### src/inc/mps_pkg.sv
// mps_pkg: constants for the multiple pwm setup and start block.
// assumes a plain register port with 8-bit byte addresses, 32-bit data.
//
// Contract
// unpowered array: clock gated off, timer register writes ignored
// setting the array enable bit to 1 powers clock and writes
// after power on every channel stays stopped until started
// prescaler setting sets rates of operation clocks a and b
// mode register picks each channel's clock; channel stays stopped
// software loads period and duty values before starting
// software sets slave output mode, polarity and default level bits
// pins hi-z in setup; level shows when port output, latch 0
// enabling output drive while stopped leaves outputs unchanged
// clearing port latch and mode drives timer level onto pins
// start bits are triggers and always read back 0
// start trigger sets running flags of master and both slaves
// master start of counting raises the master period event
// slaves start counting only on the master period event
// slave loads duty, active one tick later, inactive at zero
// master counts down, at zero raises event and reloads period
package mps_pkg;

  // register byte offsets
  localparam logic [7:0] OFS_PER_EN  = 8'h00;
  localparam logic [7:0] OFS_PRESC   = 8'h04;
  localparam logic [7:0] OFS_MODE    = 8'h08;
  localparam logic [7:0] OFS_PERIOD  = 8'h0c;
  localparam logic [7:0] OFS_DUTY1   = 8'h10;
  localparam logic [7:0] OFS_DUTY2   = 8'h14;
  localparam logic [7:0] OFS_OUTCTL  = 8'h18;
  localparam logic [7:0] OFS_PORT    = 8'h1c;
  localparam logic [7:0] OFS_START   = 8'h20;
  localparam logic [7:0] OFS_RUN     = 8'h24;
  localparam logic [7:0] OFS_MCOUNT  = 8'h28;
  localparam logic [7:0] OFS_IRQ_ST  = 8'h2c;
  localparam logic [7:0] OFS_IRQ_MSK = 8'h30;

  // field positions
  localparam int POS_PRESC_B   = 4;  // clock b select, bits 7:4
  localparam int POS_OUT_POL   = 2;  // polarity bits 3:2
  localparam int POS_OUT_LVL   = 4;  // default level bits 5:4
  localparam int POS_OUT_DRV   = 6;  // drive enable bits 7:6
  localparam int POS_PORT_MODE = 2;  // port mode bits 3:2

  // widths
  localparam int CNT_W  = 16;
  localparam int PRE_W  = 15;

  // reset values
  localparam logic [7:0] RST_PRESC   = 8'h00;
  localparam logic [2:0] RST_MODE    = 3'h0;
  localparam logic [15:0] RST_DATA   = 16'hffff;
  localparam logic [7:0] RST_OUTCTL  = 8'h00;
  localparam logic [1:0] RST_LATCH   = 2'h0;
  localparam logic [1:0] RST_PMODE   = 2'h3;  // port pins start as input
  localparam logic [2:0] RST_IRQ     = 3'h0;

endpackage : mps_pkg

### src/rtl/mps_slave_ch.sv
// mps_slave_ch: one slave channel in one-count mode.
// assumes tick and trigger pulses are one cycle long on i_ref_clk.
`timescale 1ns/100ps
module mps_slave_ch
  import mps_pkg::*;
(
  // clock and reset
  input  wire logic             i_ref_clk,
  input  wire logic             i_rst,
  // control
  input  wire logic             i_pwr,
  input  wire logic             i_start,
  input  wire logic             i_tick,
  input  wire logic             i_trig,
  input  wire logic [CNT_W-1:0] i_duty,
  // status
  output logic                  o_run,
  output logic                  o_active,
  output logic                  o_end,
  output logic [CNT_W-1:0]      o_cnt
);

  logic pend;
  logic busy;

  // an event on a tick loads at once, so the output turns active one
  // count clock after the event at prescaler setting 0
  wire armed    = pend | (i_trig & o_run);
  wire load_now = armed & i_tick;
  wire at_one   = (o_cnt == 16'h0001);
  wire last_dec = busy & i_tick & ~load_now & at_one;
  wire zero_ld  = load_now & (i_duty == 16'h0000);

  // running flag only; counting waits for the master event
  always_ff @(posedge i_ref_clk) begin
    if (i_rst | ~i_pwr)
      o_run <= 1'b0;
    else if (i_start)
      o_run <= 1'b1;
  end

  // event arms a load at the next count clock
  always_ff @(posedge i_ref_clk) begin
    if (i_rst | ~i_pwr)
      pend <= 1'b0;
    else if (i_trig & o_run)
      pend <= ~i_tick;
    else if (i_tick)
      pend <= 1'b0;
  end

  // down counter: load duty, halt at zero
  always_ff @(posedge i_ref_clk) begin
    if (i_rst | ~i_pwr) begin
      o_cnt    <= 16'h0000;
      busy     <= 1'b0;
      o_active <= 1'b0;
      o_end    <= 1'b0;
    end else begin
      o_end <= last_dec | zero_ld;
      if (load_now) begin
        o_cnt    <= i_duty;
        busy     <= ~zero_ld;
        o_active <= ~zero_ld;
      end else if (busy & i_tick) begin
        o_cnt    <= o_cnt - 16'h0001;
        busy     <= ~at_one;
        o_active <= ~at_one;
      end
    end
  end

endmodule : mps_slave_ch

### src/rtl/mps_top.sv
// mps_top: timer array with one period master and two pwm slaves.
// assumes a register master on i_ref_clk; pins resolved outside from
// the out and output enable pairs.
//
// The plain strobed port and the register offsets are this design's own decisions.
`timescale 1ns/100ps
module mps_top
  import mps_pkg::*;
(
  // clock and reset
  input  wire logic        i_ref_clk,
  input  wire logic        i_rst,
  // register port
  input  wire logic [7:0]  i_addr,
  input  wire logic [31:0] i_wdata,
  input  wire logic        i_wr,
  input  wire logic        i_rd,
  output logic [31:0]      o_rdata,
  // interrupt
  output logic             o_irq,
  // slave wave pins
  output logic [1:0]       o_pin_out,
  output logic [1:0]       o_pin_oe
);

  // software registers
  logic                 array_power_enable;
  logic [7:0]           clock_prescaler_select;
  logic [2:0]           channel_mode_reg;
  logic [CNT_W-1:0]     master_period_value;
  logic [CNT_W-1:0]     slave1_duty_value;
  logic [CNT_W-1:0]     slave2_duty_value;
  logic [1:0]           slave_output_mode_bit;
  logic [1:0]           output_polarity_bit;
  logic [1:0]           slave_wave_output;
  logic [1:0]           output_drive_enable;
  logic [1:0]           port_latch;
  logic [1:0]           port_mode;
  logic [2:0]           irq_status;
  logic [2:0]           irq_mask;

  // array state
  logic [PRE_W-1:0]     pre_cnt;
  logic                 master_run;
  logic [CNT_W-1:0]     channel_down_counter;
  logic                 master_period_event;
  logic [1:0]           slv_run;
  logic [1:0]           slv_active;
  logic [1:0]           slv_end;
  logic [CNT_W-1:0]     slv_cnt [2];

  // address decode
  wire sel_per   = (i_addr == OFS_PER_EN);
  wire sel_presc = (i_addr == OFS_PRESC);
  wire sel_mode  = (i_addr == OFS_MODE);
  wire sel_per_v = (i_addr == OFS_PERIOD);
  wire sel_d1    = (i_addr == OFS_DUTY1);
  wire sel_d2    = (i_addr == OFS_DUTY2);
  wire sel_out   = (i_addr == OFS_OUTCTL);
  wire sel_port  = (i_addr == OFS_PORT);
  wire sel_start = (i_addr == OFS_START);
  wire sel_run   = (i_addr == OFS_RUN);
  wire sel_mcnt  = (i_addr == OFS_MCOUNT);
  wire sel_ist   = (i_addr == OFS_IRQ_ST);
  wire sel_imsk  = (i_addr == OFS_IRQ_MSK);

  // timer writes need the array powered
  wire twr = i_wr & array_power_enable;

  wire wr_presc = twr & sel_presc;
  wire wr_mode  = twr & sel_mode;
  wire wr_per_v = twr & sel_per_v;
  wire wr_d1    = twr & sel_d1;
  wire wr_d2    = twr & sel_d2;
  wire wr_out   = twr & sel_out;
  wire wr_ist   = twr & sel_ist;
  wire wr_imsk  = twr & sel_imsk;
  wire wr_port  = i_wr & sel_port;  // port block is never gated

  // start triggers are never stored, so they read back 0
  wire [2:0] start_trig = (twr & sel_start) ? i_wdata[2:0] : 3'h0;
  // master start sets only the master running flag; slaves use start bits 1 and 2
  wire       master_go  = start_trig[0];

  // prescaler: tick when the low bits are all ones
  wire [3:0]       sel_a  = clock_prescaler_select[3:0];
  wire [3:0]       sel_b  = clock_prescaler_select[POS_PRESC_B +: 4];
  wire [PRE_W-1:0] mask_a = PRE_W'((16'h0001 << sel_a) - 16'h0001);
  wire [PRE_W-1:0] mask_b = PRE_W'((16'h0001 << sel_b) - 16'h0001);
  wire tick_a = array_power_enable & ((pre_cnt & mask_a) == mask_a);
  wire tick_b = array_power_enable & ((pre_cnt & mask_b) == mask_b);

  // per channel clock pick from the mode register
  wire [2:0] ch_tick;
  assign ch_tick[0] = channel_mode_reg[0] ? tick_b : tick_a;
  assign ch_tick[1] = channel_mode_reg[1] ? tick_b : tick_a;
  assign ch_tick[2] = channel_mode_reg[2] ? tick_b : tick_a;

  // master counter decisions
  wire m_zero   = (channel_down_counter == 16'h0000);
  wire m_reload = master_run & ch_tick[0] & m_zero;

  // interrupt status; set beats a same-cycle clear
  wire [2:0] irq_set    = {slv_end, master_period_event};
  wire [2:0] irq_clr    = wr_ist ? i_wdata[2:0] : 3'h0;
  wire [2:0] next_irq_st = (irq_status & ~irq_clr) | irq_set;
  wire       next_irq    = |(next_irq_st & irq_mask);

  // hardware drives the wave bits only when enabled in slave mode;
  // drive enable alone changes nothing while stopped
  wire [1:0] hw_own = output_drive_enable & slave_output_mode_bit
                    & slv_run;
  wire [1:0] hw_lvl = slv_active ^ output_polarity_bit;
  wire [1:0] sw_lvl = i_wdata[POS_OUT_LVL +: 2];
  wire [1:0] next_wave;
  assign next_wave[0] = hw_own[0] ? hw_lvl[0] :
                        (wr_out ? sw_lvl[0] : slave_wave_output[0]);
  assign next_wave[1] = hw_own[1] ? hw_lvl[1] :
                        (wr_out ? sw_lvl[1] : slave_wave_output[1]);

  // pins: port output mode, latch ored with the timer level
  wire [1:0] next_pin_oe  = ~port_mode;
  wire [1:0] next_pin_out = port_latch | slave_wave_output;

  // read mux
  wire [31:0] rd_mux =
      sel_per   ? {31'h0, array_power_enable} :
      sel_presc ? {24'h0, clock_prescaler_select} :
      sel_mode  ? {29'h0, channel_mode_reg} :
      sel_per_v ? {16'h0, master_period_value} :
      sel_d1    ? {16'h0, slave1_duty_value} :
      sel_d2    ? {16'h0, slave2_duty_value} :
      sel_out   ? {24'h0, output_drive_enable, slave_wave_output,
                   output_polarity_bit, slave_output_mode_bit} :
      sel_port  ? {28'h0, port_mode, port_latch} :
      sel_run   ? {29'h0, slv_run, master_run} :
      sel_mcnt  ? {16'h0, channel_down_counter} :
      sel_ist   ? {29'h0, irq_status} :
      sel_imsk  ? {29'h0, irq_mask} :
                  32'h0;  // start register and holes read 0

  // peripheral enable is always writable
  always_ff @(posedge i_ref_clk) begin
    if (i_rst)
      array_power_enable <= 1'b0;
    else if (i_wr & sel_per)
      array_power_enable <= i_wdata[0];
  end

  // prescaler counter; held at zero while unpowered, ticks gated by the power enable
  always_ff @(posedge i_ref_clk) begin
    if (i_rst | ~array_power_enable)
      pre_cnt <= '0;
    else
      pre_cnt <= pre_cnt + PRE_W'(1);
  end

  // clock and mode setup; power off reinitialises both
  always_ff @(posedge i_ref_clk) begin
    if (i_rst | ~array_power_enable) begin
      clock_prescaler_select <= RST_PRESC;
      channel_mode_reg       <= RST_MODE;
    end else begin
      if (wr_presc)
        clock_prescaler_select <= i_wdata[7:0];
      if (wr_mode)
        channel_mode_reg <= i_wdata[2:0];
    end
  end

  // period and duty data
  always_ff @(posedge i_ref_clk) begin
    if (i_rst | ~array_power_enable) begin
      master_period_value <= RST_DATA;
      slave1_duty_value   <= RST_DATA;
      slave2_duty_value   <= RST_DATA;
    end else begin
      if (wr_per_v)
        master_period_value <= i_wdata[CNT_W-1:0];
      if (wr_d1)
        slave1_duty_value <= i_wdata[CNT_W-1:0];
      if (wr_d2)
        slave2_duty_value <= i_wdata[CNT_W-1:0];
    end
  end

  // output control bits
  always_ff @(posedge i_ref_clk) begin
    if (i_rst | ~array_power_enable) begin
      slave_output_mode_bit <= RST_OUTCTL[1:0];
      output_polarity_bit   <= RST_OUTCTL[POS_OUT_POL +: 2];
      output_drive_enable   <= RST_OUTCTL[POS_OUT_DRV +: 2];
    end else if (wr_out) begin
      slave_output_mode_bit <= i_wdata[1:0];
      output_polarity_bit   <= i_wdata[POS_OUT_POL +: 2];
      output_drive_enable   <= i_wdata[POS_OUT_DRV +: 2];
    end
  end

  // wave output bits: software default level or live timer level
  always_ff @(posedge i_ref_clk) begin
    if (i_rst | ~array_power_enable)
      slave_wave_output <= RST_OUTCTL[POS_OUT_LVL +: 2];
    else
      slave_wave_output <= next_wave;
  end

  // port latch and mode belong to the port, kept across power off
  always_ff @(posedge i_ref_clk) begin
    if (i_rst) begin
      port_latch <= RST_LATCH;
      port_mode  <= RST_PMODE;
    end else if (wr_port) begin
      port_latch <= i_wdata[1:0];
      port_mode  <= i_wdata[POS_PORT_MODE +: 2];
    end
  end

  // master running flag; only a start trigger sets it
  always_ff @(posedge i_ref_clk) begin
    if (i_rst | ~array_power_enable)
      master_run <= 1'b0;
    else if (master_go)
      master_run <= 1'b1;
  end

  // master interval counter with reload at zero
  always_ff @(posedge i_ref_clk) begin
    if (i_rst | ~array_power_enable)
      channel_down_counter <= 16'h0000;
    else if (master_go | m_reload)
      channel_down_counter <= master_period_value;
    else if (master_run & ch_tick[0])
      channel_down_counter <= channel_down_counter - 16'h0001;
  end

  // master event: at start of counting and at each zero
  always_ff @(posedge i_ref_clk) begin
    if (i_rst | ~array_power_enable)
      master_period_event <= 1'b0;
    else
      master_period_event <= master_go | m_reload;
  end

  // two identical slave channels
  mps_slave_ch u_slave1 (
    .i_ref_clk (i_ref_clk),
    .i_rst     (i_rst),
    .i_pwr     (array_power_enable),
    .i_start   (start_trig[1]),
    .i_tick    (ch_tick[1]),
    .i_trig    (master_period_event),
    .i_duty    (slave1_duty_value),
    .o_run     (slv_run[0]),
    .o_active  (slv_active[0]),
    .o_end     (slv_end[0]),
    .o_cnt     (slv_cnt[0])
  );

  mps_slave_ch u_slave2 (
    .i_ref_clk (i_ref_clk),
    .i_rst     (i_rst),
    .i_pwr     (array_power_enable),
    .i_start   (start_trig[2]),
    .i_tick    (ch_tick[2]),
    .i_trig    (master_period_event),
    .i_duty    (slave2_duty_value),
    .o_run     (slv_run[1]),
    .o_active  (slv_active[1]),
    .o_end     (slv_end[1]),
    .o_cnt     (slv_cnt[1])
  );

  // sticky interrupt status and mask
  always_ff @(posedge i_ref_clk) begin
    if (i_rst | ~array_power_enable) begin
      irq_status <= RST_IRQ;
      irq_mask   <= RST_IRQ;
    end else begin
      irq_status <= next_irq_st;
      if (wr_imsk)
        irq_mask <= i_wdata[2:0];
    end
  end

  // registered outputs; irq tracks the status it will show
  always_ff @(posedge i_ref_clk) begin
    if (i_rst) begin
      o_irq     <= 1'b0;
      o_pin_out <= 2'h0;
      o_pin_oe  <= 2'h0;
    end else begin
      o_irq     <= next_irq & array_power_enable;
      o_pin_out <= next_pin_out;
      o_pin_oe  <= next_pin_oe;
    end
  end

  // read data stand one cycle after the strobe, else zero
  always_ff @(posedge i_ref_clk) begin
    if (i_rst)
      o_rdata <= 32'h0;
    else
      o_rdata <= i_rd ? rd_mux : 32'h0;
  end

endmodule : mps_top

### config.mk
export PLATFORM = sky130hd
export DESIGN_NAME = mps_top
export DESIGN_NICKNAME = d
export VERILOG_FILES = /design/src/inc/mps_pkg.sv /design/src/rtl/mps_slave_ch.sv /design/src/rtl/mps_top.sv
export SDC_FILE = /design/constraint.sdc
export NUM_CORES = 1
export LEC_CHECK = 0
export BUFFER_PORTS_ARGS = -buffer_cell sky130_fd_sc_hd__buf_2
export CORE_MARGIN = 1.5
export CORE_UTILIZATION = 32
export DETAILED_ROUTE_END_ITERATION = 16
export PLACE_DENSITY_LB_ADDON = 0.08
export SLEW_MARGIN = 15
export SYNTH_ARGS = -nofsm -noshare
export SYNTH_HDL_FRONTEND = slang
export SYNTH_HIERARCHICAL = 1
export SYNTH_SLANG_ARGS = --single-unit
### constraint.sdc
create_clock -name i_ref_clk -period 5.4 [get_ports i_ref_clk]
set_input_delay 1.08 -clock i_ref_clk [delete_from_list [all_inputs] [get_ports i_ref_clk]]
set_output_delay 1.08 -clock i_ref_clk [all_outputs]
set_load 0.02 [all_outputs]
==> flow_summary.toml, run 1 <==
[drt]
wire_per_inst_um = 20.3
drtIter0Drc = 907
met1_length_mm = 15.8
drt-total-wl_mm = 31.7
drc = 0
first_pass_iters = 5
top_layer_used = "met4"
via_count = 8758
post_drt_via_cell_ratio = 5.61
routed-wl-met3_mm = 1.36
wl_met2_mm = 13.9
antenna_left = 0

[floorplanning]
die_x_um = 172
core_area_mm2 = 0.0279
start_util_pct = 32.7
ios = 81
row_count = 61
die_h_um = 172
dieArea_mm2 = 0.0296

[finish]
final_nets = 1224
drive_gt1_share_pct = 11.2
multi_input_area_mm2 = 0.00520
n_fill_cell = 2962
seq_area_mm2 = 0.00344
area_growth_pct = 12.0
antennaDiodeCount = 0

[clocking]
path_clk_slew_ps = 70
clk_latency_ps = 440
cts_hold_buf = 0
cts_tree = "done"
cts_resized = 0
htree_levels = 4
cts.sinks = 172
root_buffer = "clkbuf_16"
clockBufferDepth = 2
postCtsSetupBuffers = 0
cts-buffers-inserted = 17

[yosys]
synth.yosys.seq_area_share_pct = 37.6
ys_async_sr_fraction_pct = 0
synth_top_area_share_pct = 37.6
avgSynthCellArea_um2 = 7.88
yosysWarnings = 6
synth_top_area_cell = "dfxtp_1"
syn_inst = 1160
yosysMostFrequentCell = "nand2_1"
synth_seq_cells = 172
ys_top_cells_by_area = "dfxtp_1, nand2_1, nand3_1"
synth_area_mm2 = 0.00915
yosys-top-cells-count = "nand2_1, dfxtp_1, nand3_1"
synth_edf_count = 0
synthFlopType = "dfxtp_1"
yosys.cell_types.count = 86

[sta]
tns_ps = 0
rsz0062_at_grt = "no"
finalHoldViolCount = 0
finalSetupViolCount = 0
slew_violations = 0
layout_setup_ws_ps = 979
period_share_pct = 81.9
tightest_slew_ps = 861
max_freq_mhz = 226
skew_ps = 10.6
slew_headroom_pct = 41.8
period_minus_slack_ps = 4420

[global_routing]
grt_pass1_wl_mm = 49.3
track_usage_pct = 21.9
grt_max_degree = 49
grt_pass1_vias = 8233
overflow = 0
antenna_found_initial = 0

[placement]
detailedPlace.worstSlack_ps = 1140
place_congestion = 0.838
io_buffer_count = 48
place_hpwl_mm = 22.6

[power]
p_leak_uw = 0.00383
peakVddDrop_mv = 0.134
power_uw = 2750
cellPowerDensity_mw_per_mm2 = 268

[run]
drv_cap = 0

[setup_path]
critPathCaptureType = "register"
worstSetupStartpointType = "register"
crit_required_ps = 5750
r2r-start = "clock_prescaler_select[7]"
critPathKind = "reg -> reg"
crit_path_start = "clock_prescaler_select[7]"
critical_path_peak_fanout = 17
critPathArrivalTime_ps = 4780

[hold_path]
min_path_type = "reg -> reg"
worstHoldStart = "port_mode[0]"

[run_status]
status = "complete, no violations"
## power by group
| group | internal (uW) | leakage, uW | switching, uW | total [uW] |
|---|---|---|---|---|
| registers | 1270 | 0.00139 | 0.178 | 1270 |
| logic | 12.9 | 0.00214 | 45.0 | 57.9 |
| clock network | 877 | 0.000312 | 546 | 1420 |
| total | 2160 | 0.00383 | 591 | 2750 |
## routing by layer
| metal | track usage, % | up-vias |
|---|---|---|
| met5 | 0 | - |
| met4 | 6.88 | 0 |
| met3 | 2.75 | 36 |
| met2 | 33.7 | 219 |
| met1 | 31.6 | 4260 |
| li1 | - | 4243 |
## layout make-up
| type | instances | area share, % |
|---|---|---|
| timing repair buffer | 65 | 3.59 |
| tap | 378 | 4.62 |
| multi-input combinational | 891 | 50.8 |
| inverter | 25 | 0.916 |
| clock buffer | 19 | 4.32 |
| clock inverter | 11 | 2.11 |
| sequential | 172 | 33.6 |
## worst max-delay path, cell delays in order, from the launching register on
cell	delay [ps]
dfxtp_1	670
inv_1	220
nand3_1	120
ha_1	500
or4_1	190
a211oi_1	60
a311oi_1	320
and4_2	320
nand2_1	100
mux2i_1	430
nand2_1	290
or3_1	500
or4_1	530
o211ai_1	90
## per-stage QoR
stage,instances,hold WS [ps],util (%),instance area [um^2]
after floorplan,1175,413,-,9200
after global placement,1531,455,34.3,9580
after detailed placement,1531,458,34.3,9580
after CTS,1561,472,36.7,10200
after global routing,1561,495,36.7,10200
final,1561,474,36.7,10200
## worst paths after layout
path	to	slack, ps	cells past startpoint
hold / removal	o_pin_oe[0]	470	1
setup / recovery	u_slave2/o_cnt[15]	980	13
hold reg to reg	o_pin_oe[0]	470	1
setup reg to reg	u_slave2/o_cnt[15]	980	13
## cells by family after synthesis
| kind of cell | Yosys count | share of synthesized area, % |
|---|---|---|
| fa+ha+maj | 8 | 1.09 |
| simple gates | 561 | 30.2 |
| other cells | 1 | 0.0410 |
| buf+inv | 112 | 6.28 |
| xor+xnor | 22 | 2.11 |
| flops | 172 | 37.6 |
| compound gates | 275 | 21.6 |
| mux | 9 | 1.01 |
## cells in the final DEF, fill, tap and decap left out, types with 8 or more instances in the layout
cell / netlist / routed
or4_1: 8 / 8
or3_1: 16 / 16
xnor2_1: 8 / 8
and2_1: 14 / 14
nor2b_1: 9 / 8
nor2_1: 89 / 88
buf_4: 17 / 17
a21oi_1: 71 / 71
o22ai_1: 14 / 14
xor2_1: 14 / 14
clkbuf_16: 0 / 17
nand4_1: 19 / 19
inv_1: 25 / 25
conb_1: 1 / 16
a211oi_1: 8 / 8
a22oi_1: 47 / 47
and3_1: 9 / 9
nor3_1: 34 / 32
nor4_1: 17 / 17
nand2_1: 197 / 197
a211o_1: 9 / 9
dfxtp_1: 172 / 172
a31oi_1: 10 / 10
ha_1: 8 / 8
o21ai_0: 28 / 28
nand3_1: 104 / 104
buf_2: 0 / 48
o211ai_1: 10 / 10
No activity file was read; power rests on OpenSTA's default activity.
==> run 2, diff against run 1 <==
Settings changed: ABC_AREA from default to 1.
Clock period 5.4 ns to 3.76 ns, I/O delays scaled along.
==> flow_summary.toml, run 2 <==
[floorplanning]
ios = 81
row_count = 63
die_x_um = 177
start_util_pct = 32.5
core_area_mm2 = 0.0296
dieArea_mm2 = 0.0312
die_h_um = 177

[hold_path]
min_path_cells = 1
hold_end = "o_pin_oe[0]"
worstHoldStart = "port_mode[0]"
min_path_type = "reg -> reg"

[clocking]
clockBufferDepth = 2
clk_latency_ps = 440
htree_levels = 4
cts_hold_buf = 0
cts-buffers-inserted = 17
postCtsSetupBuffers = 0
root_buffer = "clkbuf_16"
cts_tree = "done"
cts_resized = 0
path_clk_slew_ps = 80
cts.sinks = 172

[yosys]
yosys-top-cells-count = "nand2_1, inv_1, nor2_1"
synth_top_area_share_pct = 35.7
ys_async_sr_fraction_pct = 0
synth.yosys.seq_area_share_pct = 35.7
avgSynthCellArea_um2 = 6.65
synth_seq_cells = 172
yosysMostFrequentCell = "nand2_1"
yosysWarnings = 6
synth_top_area_cell = "dfxtp_1"
synth_area_mm2 = 0.00964
synth_edf_count = 0
ys_top_cells_by_area = "dfxtp_1, nand2_1, inv_1"
synthFlopType = "dfxtp_1"
yosys.cell_types.count = 46
syn_inst = 1451

[finish]
multi_input_area_mm2 = 0.00505
antennaDiodeCount = 0
mostFrequentLayoutCell = "nand2_1"
n_fill_cell = 3311
final_nets = 1543
seq_area_mm2 = 0.00344
area_growth_pct = 11.7
drive_gt1_share_pct = 11.3
final_cell_mix = "nand2_1, inv_1, nor2_1, dfxtp_1, nand3_1"
design_area_mm2 = 0.0108

[setup_path]
critPathCaptureType = "register"
r2r_slack_ps = 490
r2r-start = "clock_prescaler_select[7]"
crit_chain = "inv_2, nand2_1, nor2_1, inv_1, ha_1, nand2_4, nor2_1, nor2_1, nand2_1, nand2_1, nor2_2, nand3_1, mux2i_1, buf_4, nand2_2, nor2_4, nand3_1, a21oi_1"
critical_path_peak_fanout = 12
critPathArrivalTime_ps = 3620
worst-path-buf-inv = 3
worstSetupStartpointType = "register"
crit_path_max_incr_delay_ps = 560
r2r-end = "u_slave2/o_end"
crit_slowest_cell = "dfxtp_1"
crit_required_ps = 4110
critPathTopFamily = "simple AND/OR/NAND/NOR gates"
critPathKind = "reg -> reg"
r2r_cells = 18

[drt]
via_count = 9161
wire_per_inst_um = 16.3
first_pass_iters = 5
drtIter0Drc = 646
antenna_left = 0
post_drt_via_cell_ratio = 4.84
drt-total-wl_mm = 30.8
drc = 0

[global_routing]
grt_max_degree = 81
antenna_found_initial = 0
use_met2_pct = 33.7
use_met3_pct = 3.27
overflow = 0
grt_pass1_vias = 8737
grt_pass1_wl_mm = 49.1
grt.busiest_layer = "met2"
track_usage_pct = 20.4
grt.met1_usage_pct = 27.3

[run]
drv_cap = 0

[sta]
skew_ps = 13.9
holdWs_ps = 458
tns_ps = 0
finalSetupViolCount = 0
max_freq_mhz = 306
rsz0062_at_grt = "no"
finalHoldViolCount = 0
period_minus_slack_ps = 3270
slew_headroom_pct = 39.5
tightest_slew_ps = 908
slew_violations = 0
period_share_pct = 87.0

[power]
cellPowerDensity_mw_per_mm2 = 344
peakVddDrop_mv = 0.290
p_leak_uw = 0.00493

[placement]
post_dp_cell_area_mm2 = 0.0102
io_buffer_count = 48
place_hpwl_mm = 22.8
place_congestion = 0.848

[run_status]
status = "complete, no violations"
run 2: changes by cell type after synthesis, moves of 15 or more:
| cell | previous run | this run |
|---|---|---|
| o21ai_0 | 28 | 51 |
| a22oi_1 | 47 | 0 |
| o22ai_1 | 14 | 29 |
| nor2_2 | 0 | 22 |
| or3_1 | 16 | 0 |
| nand2_1 | 197 | 316 |
| a21oi_1 | 71 | 101 |
| inv_1 | 25 | 203 |
| nand3_1 | 104 | 136 |
| clkbuf_1 | 56 | 26 |
| nor2_1 | 89 | 179 |
| nor4_1 | 17 | 2 |
run 2: worst max path at each step:
stage | start | to | slack, ps | cells after the start
CTS | clock_prescaler_select[7] | u_slave2/o_end | 510 | 18
detailed placement | clock_prescaler_select[7] | u_slave2/o_cnt[15] | 550 | 19
floorplan | clock_prescaler_select[5] | u_slave1/o_cnt[9] | 1080 | 19
global route | clock_prescaler_select[7] | u_slave2/o_cnt[15] | 160 | 19
finish | clock_prescaler_select[7] | u_slave2/o_end | 490 | 18
global placement | clock_prescaler_select[7] | u_slave2/o_cnt[15] | 530 | 19
run 2: area by class of cell:
type / count / share of cell area (%)
clock buffers: 18 / 4.08
repair buffers: 67 / 3.55
flip-flops and latches: 172 / 32.0
inverters: 220 / 7.66
clock inverters: 14 / 1.38
multi-input cells: 1013 / 46.8
well taps: 390 / 4.53
run 2: cell families (layout without fill, tap and decap cells):
kind of cell / after synthesis / after routing / share of synthesized area, %
and+or+nand+nor: 726 / 726 / 33.6
buffers and inverters: 281 / 319 / 12.6
AOI/OAI and AO/OA: 233 / 233 / 14.2
DFF: 172 / 172 / 35.7
xor gates and xnor gates: 28 / 28 / 2.54
adders and majority gates: 8 / 8 / 1.04
muxes: 2 / 2 / 0.208
other: 1 / 16 / 0.0389
run 2: where the power goes:
part           internal, uW  switching, uW
combinational          16.0           60.4
clock                   908            899
sequential             1820          0.284
run 2: through the flow:
| stage | instances | setup WS, ps | utilization (%) | power, uW |
|---|---|---|---|---|
| after floorplan | 1466 | 1080 | - | 1910 |
| after global placement | 1862 | 527 | 34.4 | 1940 |
| after detailed placement | 1862 | 546 | 34.4 | 1940 |
| after CTS | 1894 | 512 | 36.4 | 3750 |
| after global routing | 1894 | 155 | 36.4 | 3830 |
| final | 1894 | 487 | 36.4 | 3700 |
run 2: layer usage:
metal,share of wire (%),vias up,wire [um]
li1,-,4723,-
met2,46,171,14200
met4,1.7,0,510
met3,4.3,31,1340
met1,48,4236,14800
met5,0,-,0
